<file path="src/design/dmsr_pkg.sv">
package dmsr_pkg;

  // ----------------------------------------------------------------
  // Frame layout and protocol codes
  // ----------------------------------------------------------------
  localparam logic [3:0] REQ_LEN = 4'h8;
  localparam logic [3:0] RX_CNT_MAX = 4'h9;
  localparam logic [7:0] FUNC_READ = 8'h03;
  localparam logic [7:0] EXC_FLAG = 8'h80;
  localparam logic [7:0] EXC_NONE = 8'h00;
  localparam logic [7:0] EXC_FUNC = 8'h01;
  localparam logic [7:0] EXC_ADDR = 8'h02;
  localparam logic [7:0] EXC_QTY = 8'h03;
  localparam logic [7:0] BROADCAST = 8'h00;
  localparam logic [7:0] HDR_LEN = 8'h03;
  localparam logic [15:0] MAX_QTY = 16'h007d;
  localparam logic [15:0] WIRE_OFFSET = 16'h0001;
  localparam logic [15:0] CRC_INIT = 16'hffff;
  localparam logic [15:0] CRC_POLY = 16'ha001;

  // ----------------------------------------------------------------
  // Register numbers
  // ----------------------------------------------------------------
  localparam logic [15:0] REG_FIRST = 16'h0006;
  localparam logic [15:0] REG_STATUS = 16'h0006;
  localparam logic [15:0] REG_SPEED = 16'h0007;
  localparam logic [15:0] REG_CURRENT = 16'h0008;
  localparam logic [15:0] REG_TORQUE = 16'h0009;
  localparam logic [15:0] REG_POWER = 16'h000a;
  localparam logic [15:0] REG_INPUTS = 16'h000b;
  localparam logic [15:0] REG_TYPE = 16'h000c;
  localparam logic [15:0] REG_RATED = 16'h000d;
  localparam logic [15:0] REG_VOLTAGE = 16'h000e;
  localparam logic [15:0] REG_CTRL_FW = 16'h000f;
  localparam logic [15:0] REG_POWER_FW = 16'h0010;
  localparam logic [15:0] REG_SERIAL = 16'h0011;
  localparam logic [15:0] REG_ANALOG1 = 16'h0014;
  localparam logic [15:0] REG_ANALOG2 = 16'h0015;
  localparam logic [15:0] REG_SPEED_ERR = 16'h0016;
  localparam logic [15:0] REG_LAST = 16'h0016;

  // ----------------------------------------------------------------
  // Fault codes, one per fault event line, lowest index wins
  // ----------------------------------------------------------------
  localparam int FAULT_NUM = 24;
  localparam logic [7:0] FAULT_NONE = 8'h00;
  localparam logic [7:0] FAULT_CODES [FAULT_NUM] = '{
    8'h10, 8'h11, 8'h12,
    8'h1f, 8'h20, 8'h21, 8'h22, 8'h23, 8'h24, 8'h25, 8'h26, 8'h27,
    8'h32, 8'h33, 8'h34, 8'h35,
    8'h28, 8'h29, 8'h2b, 8'h2c,
    8'h46, 8'h47, 8'h48, 8'h49
  };

  typedef enum logic [2:0] {
    ST_RECV = 3'h1,
    ST_CHECK = 3'h2,
    ST_SEND = 3'h4
  } dmsr_state_e;

endpackage

</file>
<file path="src/design/dmsr_crc_if.sv">
interface dmsr_crc_if;
  logic clear;
  logic feed;
  logic [7:0] data;
  logic [15:0] crc;
  logic [15:0] crcNext;
  modport engine(input clear, input feed, input data, output crc, output crcNext);
  modport user(output clear, output feed, output data, input crc, input crcNext);
endinterface

</file>
<file path="src/design/dmsr_crc16.sv">
module dmsr_crc16 import dmsr_pkg::*; (
  input wire logic mclk,
  input wire logic arst_n,
  dmsr_crc_if.engine crcPort
);

  logic [15:0] crc_q;
  logic [15:0] crc_d;
  logic [15:0] step;

  // ----------------------------------------------------------------
  // Reflected CRC-16, one byte per cycle
  // ----------------------------------------------------------------
  always_comb begin
    step = crc_q ^ {8'h00, crcPort.data};
    for (int i = 0; i < 8; i++) begin
      step = step[0] ? ((step >> 1) ^ CRC_POLY) : (step >> 1);
    end
    crc_d = crc_q;
    if (crcPort.clear) begin
      crc_d = CRC_INIT;
    end else if (crcPort.feed) begin
      crc_d = step;
    end
  end

  always_ff @(posedge mclk or negedge arst_n) begin
    if (!arst_n) begin
      crc_q <= CRC_INIT;
    end else begin
      crc_q <= crc_d;
    end
  end

  assign crcPort.crc = crc_q;
  assign crcPort.crcNext = step;

  a_crc_clear: assert property (@(posedge mclk) disable iff (!arst_n)
    crcPort.clear |=> crc_q == CRC_INIT) else $error("crc not reset by clear");

endmodule

</file>
<file path="src/design/dmsr_top.sv">
module dmsr_top import dmsr_pkg::*; (
  input wire logic mclk,
  input wire logic arst_n,
  input wire logic [7:0] stationAddr,
  input wire logic rxValid,
  input wire logic [7:0] rxData,
  input wire logic rxFrameEnd,
  input wire logic txReady,
  output logic txValid,
  output logic [7:0] txData,
  input wire logic [7:0] statusFlags,
  input wire logic [FAULT_NUM-1:0] faultEvents,
  input wire logic faultClear,
  output logic [7:0] faultCode,
  input wire logic [15:0] maxFrequencySetting,
  input wire logic [15:0] speedActual,
  input wire logic [15:0] outputCurrent,
  input wire logic [15:0] motorTorque,
  input wire logic [15:0] outputPower,
  input wire logic [15:0] digitalInputs,
  input wire logic [15:0] deviceType,
  input wire logic [15:0] ratedOutput,
  input wire logic [15:0] ratedInputVoltage,
  input wire logic [15:0] controlFwVersion,
  input wire logic [15:0] powerFwVersion,
  input wire logic [15:0] serialNumber,
  input wire logic [15:0] analogInputFirst,
  input wire logic [15:0] analogInputSecond,
  input wire logic [15:0] speedSetpoint,
  input wire logic [15:0] processFeedback
);

  // ----------------------------------------------------------------
  // Register read decode
  // ----------------------------------------------------------------
  logic [7:0] fault_q;
  logic [7:0] fault_d;

  function automatic logic [15:0] readReg(input logic [15:0] num);
    logic [15:0] val;
    val = 16'h0000;
    if (num == REG_STATUS) begin
      val = {fault_q, statusFlags};
    end else if (num == REG_SPEED) begin
      val = (speedActual > maxFrequencySetting) ? maxFrequencySetting : speedActual;
    end else if (num == REG_CURRENT) begin
      val = outputCurrent;
    end else if (num == REG_TORQUE) begin
      val = motorTorque;
    end else if (num == REG_POWER) begin
      val = outputPower;
    end else if (num == REG_INPUTS) begin
      val = digitalInputs;
    end else if (num == REG_TYPE) begin
      val = deviceType;
    end else if (num == REG_RATED) begin
      val = ratedOutput;
    end else if (num == REG_VOLTAGE) begin
      val = ratedInputVoltage;
    end else if (num == REG_CTRL_FW) begin
      val = controlFwVersion;
    end else if (num == REG_POWER_FW) begin
      val = powerFwVersion;
    end else if (num == REG_SERIAL) begin
      val = serialNumber;
    end else if (num == REG_ANALOG1) begin
      val = analogInputFirst;
    end else if (num == REG_ANALOG2) begin
      val = analogInputSecond;
    end else if (num == REG_SPEED_ERR) begin
      val = speedSetpoint - processFeedback;
    end
    return val;
  endfunction

  // ----------------------------------------------------------------
  // Fault byte
  // ----------------------------------------------------------------
  // The first fault holds until cleared, so a burst of follow-on faults
  // cannot hide the root cause. A new fault in the clearing cycle wins.
  always_comb begin
    fault_d = fault_q;
    if (faultClear) begin
      fault_d = FAULT_NONE;
    end
    if (fault_q == FAULT_NONE || faultClear) begin
      for (int i = FAULT_NUM - 1; i >= 0; i--) begin
        if (faultEvents[i]) begin
          fault_d = FAULT_CODES[i];
        end
      end
    end
  end

  always_ff @(posedge mclk or negedge arst_n) begin
    if (!arst_n) begin
      fault_q <= FAULT_NONE;
    end else begin
      fault_q <= fault_d;
    end
  end

  assign faultCode = fault_q;

  // ----------------------------------------------------------------
  // Frame state
  // ----------------------------------------------------------------
  dmsr_crc_if crcBus();

  dmsr_crc16 crcEngine (
    .mclk(mclk),
    .arst_n(arst_n),
    .crcPort(crcBus)
  );

  dmsr_state_e state_q;
  dmsr_state_e state_d;
  logic [3:0] rxCnt_q;
  logic [3:0] rxCnt_d;
  logic [7:0] rxBuf_q [REQ_LEN];
  logic [7:0] rxBuf_d [REQ_LEN];
  logic [7:0] txIdx_q;
  logic [7:0] txIdx_d;
  logic [7:0] txLen_q;
  logic [7:0] txLen_d;
  logic [7:0] txData_q;
  logic [7:0] txData_d;
  logic txValid_q;
  logic txValid_d;
  logic [7:0] exc_q;
  logic [7:0] exc_d;
  logic [15:0] startNum_q;
  logic [15:0] startNum_d;

  logic [15:0] startWire;
  logic [15:0] qtyReq;
  logic [16:0] lastNum;
  logic accept;
  logic [7:0] nextIdx;
  logic [7:0] dataOff;
  logic [15:0] dataReg;
  logic [7:0] nextByte;
  logic [15:0] firstWord;

  assign startWire = {rxBuf_q[2], rxBuf_q[3]};
  assign qtyReq = {rxBuf_q[4], rxBuf_q[5]};
  assign lastNum = {1'b0, startWire} + {1'b0, WIRE_OFFSET} + {1'b0, qtyReq} - 17'h00001;
  assign accept = txValid_q && txReady;
  assign nextIdx = txIdx_q + 8'h01;
  assign dataOff = nextIdx - HDR_LEN;
  // A process and not an assign, so that a change on a live input re-runs the read.
  always_comb begin
    dataReg = readReg(startNum_q + {9'h000, dataOff[7:1]});
    firstWord = readReg(startWire + WIRE_OFFSET);
  end

  // Next byte of the reply, selected by its position in the frame.
  always_comb begin
    if (nextIdx == txLen_q) begin
      nextByte = crcBus.crcNext[7:0];
    end else if (nextIdx == txLen_q + 8'h01) begin
      nextByte = crcBus.crc[15:8];
    end else if (nextIdx == 8'h01) begin
      nextByte = (exc_q != EXC_NONE) ? (FUNC_READ | EXC_FLAG) : FUNC_READ;
    end else if (nextIdx == 8'h02) begin
      nextByte = (exc_q != EXC_NONE) ? exc_q : (txLen_q - HDR_LEN);
    end else begin
      nextByte = dataOff[0] ? dataReg[7:0] : dataReg[15:8];
    end
  end

  always_comb begin
    state_d = state_q;
    rxCnt_d = rxCnt_q;
    rxBuf_d = rxBuf_q;
    txIdx_d = txIdx_q;
    txLen_d = txLen_q;
    txData_d = txData_q;
    txValid_d = txValid_q;
    exc_d = exc_q;
    startNum_d = startNum_q;
    crcBus.clear = 1'b0;
    crcBus.feed = 1'b0;
    crcBus.data = rxData;
    case (state_q)
      ST_RECV: begin
        crcBus.feed = rxValid;
        if (rxValid) begin
          if (rxCnt_q < REQ_LEN) begin
            rxBuf_d[rxCnt_q[2:0]] = rxData;
          end
          if (rxCnt_q < RX_CNT_MAX) begin
            rxCnt_d = rxCnt_q + 4'h1;
          end
        end
        if (rxFrameEnd && rxCnt_q != 4'h0) begin
          state_d = ST_CHECK;
        end
      end
      ST_CHECK: begin
        // Damaged, foreign and broadcast frames are dropped silently.
        rxCnt_d = 4'h0;
        crcBus.clear = 1'b1;
        state_d = ST_RECV;
        if (rxCnt_q == REQ_LEN && crcBus.crc == 16'h0000 &&
            rxBuf_q[0] != BROADCAST && rxBuf_q[0] == stationAddr) begin
          state_d = ST_SEND;
          txIdx_d = 8'h00;
          txData_d = stationAddr;
          txValid_d = 1'b1;
          txLen_d = HDR_LEN;
          startNum_d = startWire + WIRE_OFFSET;
          if (rxBuf_q[1] != FUNC_READ) begin
            exc_d = EXC_FUNC;
          end else if (qtyReq == 16'h0000 || qtyReq > MAX_QTY) begin
            exc_d = EXC_QTY;
          end else if (startNum_d < REG_FIRST || lastNum > {1'b0, REG_LAST}) begin
            exc_d = EXC_ADDR;
          end else begin
            exc_d = EXC_NONE;
            txLen_d = HDR_LEN + {qtyReq[6:0], 1'b0};
          end
        end
      end
      ST_SEND: begin
        crcBus.data = txData_q;
        crcBus.feed = accept && txIdx_q < txLen_q;
        if (accept) begin
          txIdx_d = nextIdx;
          txData_d = nextByte;
          if (txIdx_q == txLen_q + 8'h01) begin
            txValid_d = 1'b0;
            crcBus.clear = 1'b1;
            state_d = ST_RECV;
          end
        end
      end
      default: begin
        state_d = ST_RECV;
      end
    endcase
  end

  always_ff @(posedge mclk or negedge arst_n) begin
    if (!arst_n) begin
      state_q <= ST_RECV;
      rxCnt_q <= 4'h0;
      for (int i = 0; i < REQ_LEN; i++) begin
        rxBuf_q[i] <= 8'h00;
      end
      txIdx_q <= 8'h00;
      txLen_q <= HDR_LEN;
      txData_q <= 8'h00;
      txValid_q <= 1'b0;
      exc_q <= EXC_NONE;
      startNum_q <= REG_FIRST;
    end else begin
      state_q <= state_d;
      rxCnt_q <= rxCnt_d;
      rxBuf_q <= rxBuf_d;
      txIdx_q <= txIdx_d;
      txLen_q <= txLen_d;
      txData_q <= txData_d;
      txValid_q <= txValid_d;
      exc_q <= exc_d;
      startNum_q <= startNum_d;
    end
  end

  assign txValid = txValid_q;
  assign txData = txData_q;

  // ----------------------------------------------------------------
  // Checks
  // ----------------------------------------------------------------
  a_bcast_silent: assert property (@(posedge mclk) disable iff (!arst_n)
    state_q == ST_CHECK && rxBuf_q[0] == BROADCAST |=> state_q == ST_RECV && !txValid_q)
    else $error("broadcast was answered");

  a_foreign_silent: assert property (@(posedge mclk) disable iff (!arst_n)
    state_q == ST_CHECK && rxBuf_q[0] != stationAddr |=> !txValid_q)
    else $error("foreign station answered");

  a_first_byte: assert property (@(posedge mclk) disable iff (!arst_n)
    $rose(txValid_q) |-> txData_q == stationAddr && txIdx_q == 8'h00)
    else $error("reply does not open with station address");

  a_func_echo: assert property (@(posedge mclk) disable iff (!arst_n)
    txValid_q && txIdx_q == 8'h01 && exc_q == EXC_NONE |-> txData_q == FUNC_READ)
    else $error("function code not echoed");

  a_byte_count: assert property (@(posedge mclk) disable iff (!arst_n)
    txValid_q && txIdx_q == 8'h02 && exc_q == EXC_NONE |-> txData_q == qtyReq[6:0] * 8'h02)
    else $error("byte count is not twice register count");

  a_wire_offset: assert property (@(posedge mclk) disable iff (!arst_n)
    txValid_q && txIdx_q == HDR_LEN && exc_q == EXC_NONE
    |-> txData_q == firstWord[15:8])
    else $error("first data byte not from addressed register");

  a_tx_hold: assert property (@(posedge mclk) disable iff (!arst_n)
    txValid_q && !txReady |=> txValid_q && $stable(txData_q))
    else $error("reply byte changed while stalled");

  a_frame_end: assert property (@(posedge mclk) disable iff (!arst_n)
    accept && txIdx_q == txLen_q + 8'h01 |=> !txValid_q ##1 state_q == ST_RECV)
    else $error("reply did not end after crc high byte");

  a_fault_latch: assert property (@(posedge mclk) disable iff (!arst_n)
    fault_q == FAULT_NONE && faultEvents[0] |=> fault_q == FAULT_CODES[0])
    else $error("thermistor fault code not reported");

  a_fault_sticky: assert property (@(posedge mclk) disable iff (!arst_n)
    fault_q != FAULT_NONE && !faultClear |=> $stable(fault_q))
    else $error("fault byte changed without clear");

  a_speed_cap: assert property (@(posedge mclk) disable iff (!arst_n)
    txValid_q && txIdx_q == HDR_LEN && exc_q == EXC_NONE && startWire == REG_SPEED - WIRE_OFFSET
    |-> txData_q <= maxFrequencySetting[15:8])
    else $error("speed above maximum frequency");

  a_current_map: assert property (@(posedge mclk) disable iff (!arst_n)
    txValid_q && txIdx_q == HDR_LEN && exc_q == EXC_NONE && startWire == REG_CURRENT - WIRE_OFFSET
    |-> txData_q == outputCurrent[15:8])
    else $error("current register wrong");

  c_normal_read: cover property (@(posedge mclk) disable iff (!arst_n)
    state_q == ST_CHECK ##1 state_q == ST_SEND && exc_q == EXC_NONE);

  c_multi_read: cover property (@(posedge mclk) disable iff (!arst_n)
    state_q == ST_SEND && txLen_q > HDR_LEN + 8'h04);

  c_exception: cover property (@(posedge mclk) disable iff (!arst_n)
    state_q == ST_SEND && exc_q != EXC_NONE);

  c_broadcast: cover property (@(posedge mclk) disable iff (!arst_n)
    state_q == ST_CHECK && rxBuf_q[0] == BROADCAST && rxCnt_q == REQ_LEN);

  c_fault_in_clear: cover property (@(posedge mclk) disable iff (!arst_n)
    faultClear && |faultEvents);

endmodule
</file>
<file path="config.mk">
export PLATFORM = sky130hd
export DESIGN_NAME = dmsr_top
export DESIGN_NICKNAME = d
export VERILOG_FILES = /design/src/design/dmsr_pkg.sv /design/src/design/dmsr_crc_if.sv /design/src/design/dmsr_crc16.sv /design/src/design/dmsr_top.sv
export SDC_FILE = /design/constraint.sdc
export NUM_CORES = 1
export LEC_CHECK = 0
export ABC_AREA = 1
export BUFFER_PORTS_ARGS = -buffer_cell sky130_fd_sc_hd__buf_4
export CORE_MARGIN = 4
export CORE_UTILIZATION = 35
export CTS_BUF_LIST = sky130_fd_sc_hd__clkbuf_8 sky130_fd_sc_hd__clkbuf_16
export CTS_CLUSTER_DIAMETER = 30
export DETAILED_ROUTE_END_ITERATION = 12
export MAX_ROUTING_LAYER = met4
export PLACE_DENSITY = 0.67
export SLEW_MARGIN = 0
export SYNTH_ARGS = -nofsm -noshare
export SYNTH_HDL_FRONTEND = slang
export SYNTH_HIERARCHICAL = 1
export SYNTH_SLANG_ARGS = --single-unit
</file>
<file path="constraint.sdc">
create_clock -name mclk -period 6.7 [get_ports mclk]
set_input_delay 1.675 -clock mclk [delete_from_list [all_inputs] [get_ports mclk]]
set_output_delay 1.675 -clock mclk [all_outputs]
set_load 0.02 [all_outputs]
</file>
==> results.py, run 1 <==
metrics = {
    "drt": {
        "first_pass_iters": 7,
        "routed_via_density": 5.21,
        "final_antenna_net_count": 0,
        "vias": 14500,
        "drt_iter0_drc": 1308,
        "wl_um": 51600,
        "drc_errors": 0,
        "post_drt_wl_per_cell_um": 18.5,
    },
    "clock_network": {
        "cts_tree": "built",
        "cts-root-buf": "clkbuf_16",
        "h-tree-depth": 4,
        "clk_latency_ns": 0.42,
        "cts_buffers": 17,
        "clk_pin_slew_worst_paths_ns": 0.06,
        "clock_path_buffers": 2,
        "cts.sinks": 121,
        "cts_hold_buffers": 0,
    },
    "synth": {
        "syn_inst": 1993,
        "ys_warn_count": 6,
        "synth_nets": 2381,
        "synth_area_mm2": 0.0125,
        "synth.avg_cell_area_um2": 6.27,
    },
    "global_routing": {
        "grt_max_degree": 65,
        "grt-ovfl-total": 0,
        "grt_pass1_vias": 13800,
        "antenna_found_initial": 0,
        "grt_pass1_wl_um": 77500,
        "grt_use_total_pct": 25.9,
    },
    "placement": {
        "gp_congestion": 1.11,
        "placed_area_mm2": 0.0154,
        "dp_hpwl_um": 43300,
        "portBuffers": 326,
    },
    "min_path": {
        "worstHoldEndpoint": "rxBuf_q[48]",
        "whs_path_depth": 2,
        "hp-class": "reg2reg",
        "worstHoldStart": "rxBuf_q[48]",
    },
    "setup_path": {
        "crit_required_ns": 7.01,
        "r2r_cells": 43,
        "critical-path-max-stage-delay_ns": 0.44,
        "cp-end-kind": "flop",
        "crit_arrival_ns": 6.29,
        "path_max_fanout": 28,
        "reg2reg_from": "txIdx_q[0]",
        "rrSetupSlack_ns": 0.71,
        "startpoint_type": "flop",
        "cp_slowest_cell": "dfrtp_2",
        "path_common_cell": "nand2_1",
        "path_class": "reg2reg",
        "timing.rr.end": "txData[0]",
    },
    "sta": {
        "maxSlewHeadroom_pct": 17.3,
        "hold_violations": 0,
        "slew_viol_final": 0,
        "skew_ns": 0.00723,
        "fin_tns_setup_ns": 0,
        "period_needed_ns": 5.99,
        "max_freq_mhz": 167,
        "tightest_slew_ns": 1.21,
        "setup_violations": 0,
        "period_share_pct": 89.4,
        "rsz0062_at_grt": "no",
    },
    "cells_and_area": {
        "drive_gt1_share_pct": 19.4,
        "final_common_cell": "nand2_1",
        "design_area_mm2": 0.0161,
        "nets": 2705,
        "diodes": 0,
        "layout_common_cells": "nand2_1 (549), buf_4 (345), inv_1 (294), nor2_1 (220), o21ai_0 (152)",
        "area_growth_pct": 28.5,
    },
    "power": {
        "p_per_area_mw_per_mm2": 220,
        "p_leak_nw": 8.46,
        "vdd_drop_max_uv": 227,
    },
    "run": {
        "drv_cap": 0,
    },
    "floorplanning": {
        "coreArea_mm2": 0.0349,
        "initial_core_util_pct": 35.8,
        "die_y_um": 197,
        "chipWidth_um": 197,
        "ios": 327,
        "rows": 68,
        "die_area_mm2": 0.0388,
    },
    "outcome": {
        "status": "finished clean",
    },
}
[metrics by stage]
stage	utilization [%]	power, W	cells	setup WS, ns	hold WS (ns)
2_1_floorplan	-	0.00212	1993	2.11	0.453
3_3_place_gp	44.2	0.00255	2749	0.391	0.467
3_5_place_dp	44.2	0.00260	2749	0.295	0.476
4_1_cts	45.9	0.00353	2781	0.234	0.492
5_1_grt	46.0	0.00379	2785	0.138	0.513
6_report	46.0	0.00353	2785	0.711	0.485
[what timing repair did]
action | CTS | global route
endpoints found under the hold margin | 0 | 0
resized for setup | 0 | 5
buffers inserted | 0 | 4
endpoints found under the setup margin | 0 | 8
[registers in the layout, indices dropped and copies added, names as in the netlist]
| register | flops |
|---|---|
| qtyReq | 16 |
| faultCode | 8 |
| txValid | 1 |
| rxBuf_q | 32 |
| crcEngine/crcPort.crc | 16 |
| txData | 8 |
| txIdx_q | 8 |
| txLen_q | 7 |
| startNum_q | 16 |
| rxCnt_q | 4 |
| exc_q | 2 |
| state_q | 3 |
[worst max-delay path: cells and delay by family (launching register included)]
family / cells / cell delay [ns]
adder cells (fa/ha/maj): 1 / 0.37
XOR/XNOR: 1 / 0.20
buffers and inverters: 9 / 1.24
AND/OR/NAND/NOR: 32 / 3.61
flip-flops: 1 / 0.44
[metal layers]
metal  wire length, µm  share of wire [%]  track usage (%)
met1             21800                 42             33.2
met2             24600                 48             43.5
met3              3660                7.1             3.01
met4              1510                2.9             7.27
met5                 0                  0                -
[report_power, final]
| group | total [W] | internal, W | switching, W | leakage, nW |
|---|---|---|---|---|
| logic | 0.00139 | 0.000588 | 0.000801 | 6.69 |
| registers | 0.00122 | 0.000962 | 0.000258 | 1.48 |
| clock network | 0.000918 | 0.000554 | 0.000364 | 0.287 |
| total | 0.00353 | 0.00210 | 0.00142 | 8.46 |
[cell type report]
| cell class | count | area [µm²] |
|---|---|---|
| Timing Repair Buffer | 345 | 2590 |
| Clock buffer | 17 | 425 |
| Sequential cell | 121 | 3050 |
| Multi-Input combinational cell | 1523 | 8090 |
| Fill cell | 3681 | 18800 |
| Inverter | 309 | 1170 |
| Tap cell | 455 | 569 |
| Clock inverter | 15 | 163 |
[worst max path at each step]
| stage | startpoint | endpoint | slack, ns | cells after the start |
|---|---|---|---|---|
| after CTS | txIdx_q[0] | txData[6] | 0.23 | 41 |
| after global placement | txIdx_q[0] | txData[6] | 0.39 | 41 |
| after global routing | txIdx_q[1] | txData[6] | 0.14 | 42 |
| after detailed placement | txIdx_q[0] | txData[6] | 0.30 | 41 |
| final | txIdx_q[0] | txData[0] | 0.71 | 43 |
| after floorplan | txIdx_q[0] | txData[6] | 2.11 | 38 |
(Power assumes the default switching activity.)
==> run 2: changes to the inputs <==
CORE_UTILIZATION = 40   (was 35)
PLACE_DENSITY = 0.73   (was 0.67)
==> run 2 against run 1 <==
Net effect: non-clock buffer count increased by 1; critical path depth down 5; via count is 1.2% higher; setup slack lost 0.0016 ns; cell area rose by 0.17%; highest routed layer unchanged; clock power up 14%.
==> results.py, run 2 (same netlist as run 1, synthesis figures left out) <==
metrics = {
    "outcome": {
        "status": "finished clean",
    },
    "sta": {
        "fin_tns_setup_ns": 0,
        "skew_ns": 0.00745,
        "slew_viol_final": 0,
        "max_freq_mhz": 167,
        "period_needed_ns": 5.99,
        "maxSlewHeadroom_pct": 20.1,
        "period_share_pct": 89.4,
        "tightest_slew_ns": 1.17,
        "hold_violations": 0,
        "rsz0062_at_grt": "no",
        "setup_violations": 0,
        "hold_slack_ns": 0.487,
    },
    "drt": {
        "drc_errors": 0,
        "vias": 14700,
        "drt_iter0_drc": 1134,
        "first_pass_iters": 8,
        "wl_um": 50400,
        "routed_via_density": 5.38,
        "post_drt_wl_per_cell_um": 18.5,
        "final_antenna_net_count": 0,
    },
    "clock_network": {
        "cts_buffers": 17,
        "clk_pin_slew_worst_paths_ns": 0.06,
        "cts_tree": "built",
        "cts-root-buf": "clkbuf_16",
        "cts.sinks": 121,
        "clock_path_buffers": 2,
        "clk_latency_ns": 0.43,
        "cts_hold_buffers": 0,
        "h-tree-depth": 4,
    },
    "setup_path": {
        "path_max_fanout": 16,
        "crit_required_ns": 7.00,
        "startpoint_type": "flop",
        "path_common_cell": "nand2_1",
        "cp_slowest_cell": "dfrtp_1",
        "critical-path-max-stage-delay_ns": 0.42,
        "path_class": "reg2reg",
        "cp-end-kind": "flop",
        "crit_arrival_ns": 6.29,
    },
    "power": {
        "comb_power_share_pct": 38.0,
        "seq_power_share_pct": 33.3,
        "pwr-share-clk_pct": 28.7,
        "netSwitchingFraction_pct": 38.5,
        "p_sw_w": 0.00141,
        "vdd_drop_max_uv": 299,
        "intPower_w": 0.00225,
        "p_per_area_mw_per_mm2": 227,
        "p_leak_nw": 8.51,
    },
    "floorplanning": {
        "ios": 327,
        "coreArea_mm2": 0.0307,
        "rows": 64,
        "initial_core_util_pct": 40.8,
        "die_y_um": 185,
        "chipWidth_um": 185,
        "die_area_mm2": 0.0341,
    },
    "global_routing": {
        "grt_pass1_wl_um": 75300,
        "grt_use_total_pct": 29.1,
        "grt-ovfl-total": 0,
        "antenna_found_initial": 4,
        "grt_max_degree": 64,
        "grt_pass1_vias": 14000,
    },
    "cells_and_area": {
        "layout_common_cells": "nand2_1 (549), buf_4 (346), inv_1 (295), nor2_1 (220), o21ai_0 (151)",
        "final_common_cell": "nand2_1",
        "largest_register_ffs": 32,
        "regMostFlops": "rxBuf_q",
        "fillers": 3072,
        "drive_gt1_share_pct": 19.5,
        "area_growth_pct": 28.7,
        "nets": 2706,
    },
    "placement": {
        "dp_hpwl_um": 42200,
        "gp_congestion": 1.03,
        "portBuffers": 326,
    },
    "min_path": {
        "hp-class": "reg2reg",
    },
    "run": {
        "drv_cap": 0,
    },
}
run 2: changes by cell type in the layout (fill, tap and decap cells not counted), sizes merged:
cell	delta
inv	-3
buf	+1
bufinv	+4
diode	+4
clkinvlp	-1
run 2: final timing paths:
| kind | start | to | slack, ns | cells after the start |
|---|---|---|---|---|
| setup / recovery | txIdx_q[1] | txData[4] | 0.71 | 38 |
| hold / removal | rxBuf_q[48] | rxBuf_q[48] | 0.49 | 2 |
| setup reg to reg | txIdx_q[1] | txData[4] | 0.71 | 38 |
| hold reg to reg | rxBuf_q[48] | rxBuf_q[48] | 0.49 | 2 |
| max in group asynchronous | arst_n | startNum_q[9] | 4.09 | 2 |
| min in group asynchronous | arst_n | rxBuf_q[56] | 1.30 | 1 |
run 2: critical path, delay by kind of cell, from the launching register on:
kind	cells	cell delay (ns)
adder cells (fa/ha/maj)	1	0.34
XOR/XNOR	1	0.21
AND/OR/NAND/NOR	22	3.16
buffers and inverters	9	0.90
AO/OA/AOI/OAI	5	0.83
flip-flops	1	0.42
run 2: metrics by stage:
| step | worst slack [ns] | utilization, % | instances | area, µm² | total power (W) |
|---|---|---|---|---|---|
| 3_3_place_gp | 0.539 | 50.1 | 2691 | 15400 | 0.00253 |
| 3_5_place_dp | 0.351 | 50.1 | 2691 | 15400 | 0.00259 |
| 6_report | 0.709 | 52.5 | 2731 | 16100 | 0.00365 |
| 5_1_grt | 0.0180 | 52.5 | 2731 | 16100 | 0.00392 |
| 2_1_floorplan | 2.11 | - | 1993 | 12500 | 0.00212 |
| 4_1_cts | 0.323 | 52.3 | 2723 | 16000 | 0.00365 |
run 2: final cells by class:
type,instances,area (µm²),area share [%]
antenna,4,10.0,0.0622
multi-input combinational,1523,8100,50.3
clock inverter,15,248,1.54
clock buffer,17,425,2.64
timing repair buffer,346,2600,16.1
tap,396,495,3.08
inverter,309,1160,7.22
sequential,121,3050,19.0
run 2: per-layer routing:
layer	vias up	part of all wire, %	GRT usage, %
li1	7168	-	-
met1	6767	40	34.9
met2	644	48	48.7
met3	112	7.3	3.93
met4	0	4.6	13.0
met5	-	0	-
run 2: timing repair:
| action | CTS | global route |
|---|---|---|
| resized for setup | 0 | 3 |
| setup buffers | 0 | 4 |
| setup endpoints to repair | 0 | 8 |
run 2: power groups by stage:
stage / Clock [W] / Combinational (W) / Sequential [W]
after floorplan: 0 / 0.000973 / 0.00114
after CTS: 0.00106 / 0.00138 / 0.00121
after global routing: 0.00110 / 0.00157 / 0.00125
final: 0.00105 / 0.00139 / 0.00122
after detailed placement: 0 / 0.00137 / 0.00122
after global placement: 0 / 0.00132 / 0.00121
==> run 3: changes to the inputs <==
PLACE_DENSITY = not set   (was 0.73)
==> run 3 against run 2 <==
Net effect: register-to-register slack hardly changed; clock skew decreased by 0.00076 ns; sequential cell count is the same; non-clock buffer count fell by 7; power decreased by 5.4%; maximum frequency decreased by 0.24%.
==> results.py, run 3 (same netlist as run 1, synthesis figures left out) <==
metrics = {
    "outcome": {
        "status": "finished clean",
    },
    "drt": {
        "post_drt_wl_per_cell_um": 19.1,
        "first_pass_iters": 5,
        "final_antenna_net_count": 0,
        "vias": 14500,
        "wl_um": 52100,
        "drc_errors": 0,
        "drt_iter0_drc": 1116,
        "routed_via_density": 5.32,
    },
    "min_path": {
        "hp-class": "reg2reg",
        "worstHoldStart": "rxBuf_q[56]",
        "worstHoldEndpoint": "rxBuf_q[56]",
        "whs_path_depth": 2,
    },
    "cells_and_area": {
        "multiInputGateArea_mm2": 0.00810,
        "instances_no_fill": 2722,
        "fillers": 3194,
        "regMostFlops": "rxBuf_q",
        "layout_common_cells": "nand2_1 (549), buf_4 (339), inv_1 (298), nor2_1 (220), o21ai_0 (152)",
        "final_common_cell": "nand2_1",
        "seq_area_mm2": 0.00305,
        "nets": 2699,
        "area_growth_pct": 27.4,
        "drive_gt1_share_pct": 19.1,
        "largest_register_ffs": 32,
    },
    "setup_path": {
        "rrSetupSlack_ns": 0.69,
        "path_class": "reg2reg",
        "timing.rr.end": "txData[6]",
        "startpoint_type": "flop",
        "cp_slowest_cell": "dfrtp_1",
        "critical-path-max-stage-delay_ns": 0.40,
        "cp-end-kind": "flop",
        "crit_arrival_ns": 6.37,
        "crit_required_ns": 7.06,
        "path_common_cell": "nand2_1",
        "reg2reg_from": "txIdx_q[1]",
        "path_max_fanout": 28,
        "r2r_cells": 41,
    },
    "placement": {
        "placed_cells": 2688,
        "gp_congestion": 1.02,
        "dp_hpwl_um": 43600,
        "portBuffers": 326,
    },
    "global_routing": {
        "grt_pass1_vias": 14000,
        "grt_use_total_pct": 30.5,
        "grt_max_degree": 80,
        "antenna_found_initial": 2,
        "grt_pass1_wl_um": 78500,
        "grt-ovfl-total": 0,
    },
    "floorplanning": {
        "ios": 327,
        "chipWidth_um": 185,
        "die_y_um": 185,
        "initial_core_util_pct": 40.8,
        "rows": 64,
        "die_area_mm2": 0.0341,
        "coreArea_mm2": 0.0307,
    },
    "clock_network": {
        "clock_path_buffers": 2,
        "cts_tree": "built",
        "clk_latency_ns": 0.43,
        "cts.sinks": 121,
        "clk_pin_slew_worst_paths_ns": 0.05,
        "cts-root-buf": "clkbuf_16",
        "cts_buffers": 17,
        "h-tree-depth": 4,
    },
    "sta": {
        "period_needed_ns": 6.01,
        "fin_tns_setup_ns": 0,
        "hold_violations": 0,
        "setup_violations": 0,
        "period_share_pct": 89.6,
        "skew_ns": 0.00669,
        "hold_slack_ns": 0.488,
        "max_freq_mhz": 167,
        "maxSlewHeadroom_pct": 27.6,
        "rsz0062_at_grt": "no",
        "tightest_slew_ns": 1.08,
        "slew_viol_final": 0,
    },
    "power": {
        "totalPowerFinal_w": 0.00346,
        "p_leak_nw": 8.45,
        "p_per_area_mw_per_mm2": 217,
        "vdd_drop_max_uv": 272,
    },
    "run": {
        "drv_cap": 0,
    },
}
[run 3: cell type report]
type | count | area share, %
well taps | 396 | 3.11
flip-flops and latches | 121 | 19.2
clock inverters | 11 | 0.511
multi-input cells | 1523 | 50.9
diodes | 2 | 0.0314
repair buffers | 339 | 16.0
inverters | 309 | 7.31
clock buffers | 21 | 3.02
[run 3: power breakdown]
group / internal, W / total [W] / leakage, nW / switching, W
Combinational: 0.000588 / 0.00138 / 6.67 / 0.000792
Sequential: 0.000963 / 0.00121 / 1.48 / 0.000250
Clock: 0.000540 / 0.000865 / 0.294 / 0.000325
Total: 0.00209 / 0.00346 / 8.45 / 0.00137
[run 3: layer usage]
metal / wire length [µm] / share of wire, % / global-route usage (%) / vias to the layer above
met5: 0 / 0 / - / -
met4: 2030 / 3.9 / 11.8 / 0
met3: 3830 / 7.4 / 4.95 / 103
met2: 24000 / 46 / 49.4 / 541
met1: 22300 / 43 / 38.5 / 6679
li1: - / - / - / 7160
[run 3: worst max-delay path by stage]
| stage | from | end | slack, ns |
|---|---|---|---|
| 3_3_place_gp | txIdx_q[0] | txData[3] | 0.63 |
| 2_1_floorplan | txIdx_q[0] | txData[6] | 2.11 |
| 3_5_place_dp | txIdx_q[0] | txData[4] | 0.53 |
| 5_1_grt | txIdx_q[1] | txData[6] | 0.01 |
| 6_report | txIdx_q[1] | txData[6] | 0.69 |
| 4_1_cts | txIdx_q[0] | txData[4] | 0.50 |
[run 3: timing repair]
item | 4_1_cts | 5_1_grt
buffers inserted | 0 | 0
hold buffers | 0 | 0
endpoints found under the setup margin | 0 | 7
resized for setup | 0 | 4
hold endpoints to repair | 0 | 0
[run 3: worst max-delay path: cells and delay by family, from the launching register on]
family | cells | cell delay, ns
adders and majority gates | 1 | 0.34
AOI/OAI and AO/OA | 2 | 0.32
xor gates and xnor gates | 1 | 0.20
DFF | 1 | 0.40
and+or+nand+nor | 28 | 3.36
buffers and inverters | 9 | 1.26
[run 3: stage by stage]
stage                     utilization, %  area [µm²]  worst slack (ns)
after global routing                51.9       15900            0.0115
final                               51.9       15900             0.695
after CTS                           51.9       15900             0.502
after detailed placement            50.0       15300             0.527
after floorplan                        -       12500              2.11
after global placement              50.0       15300             0.627
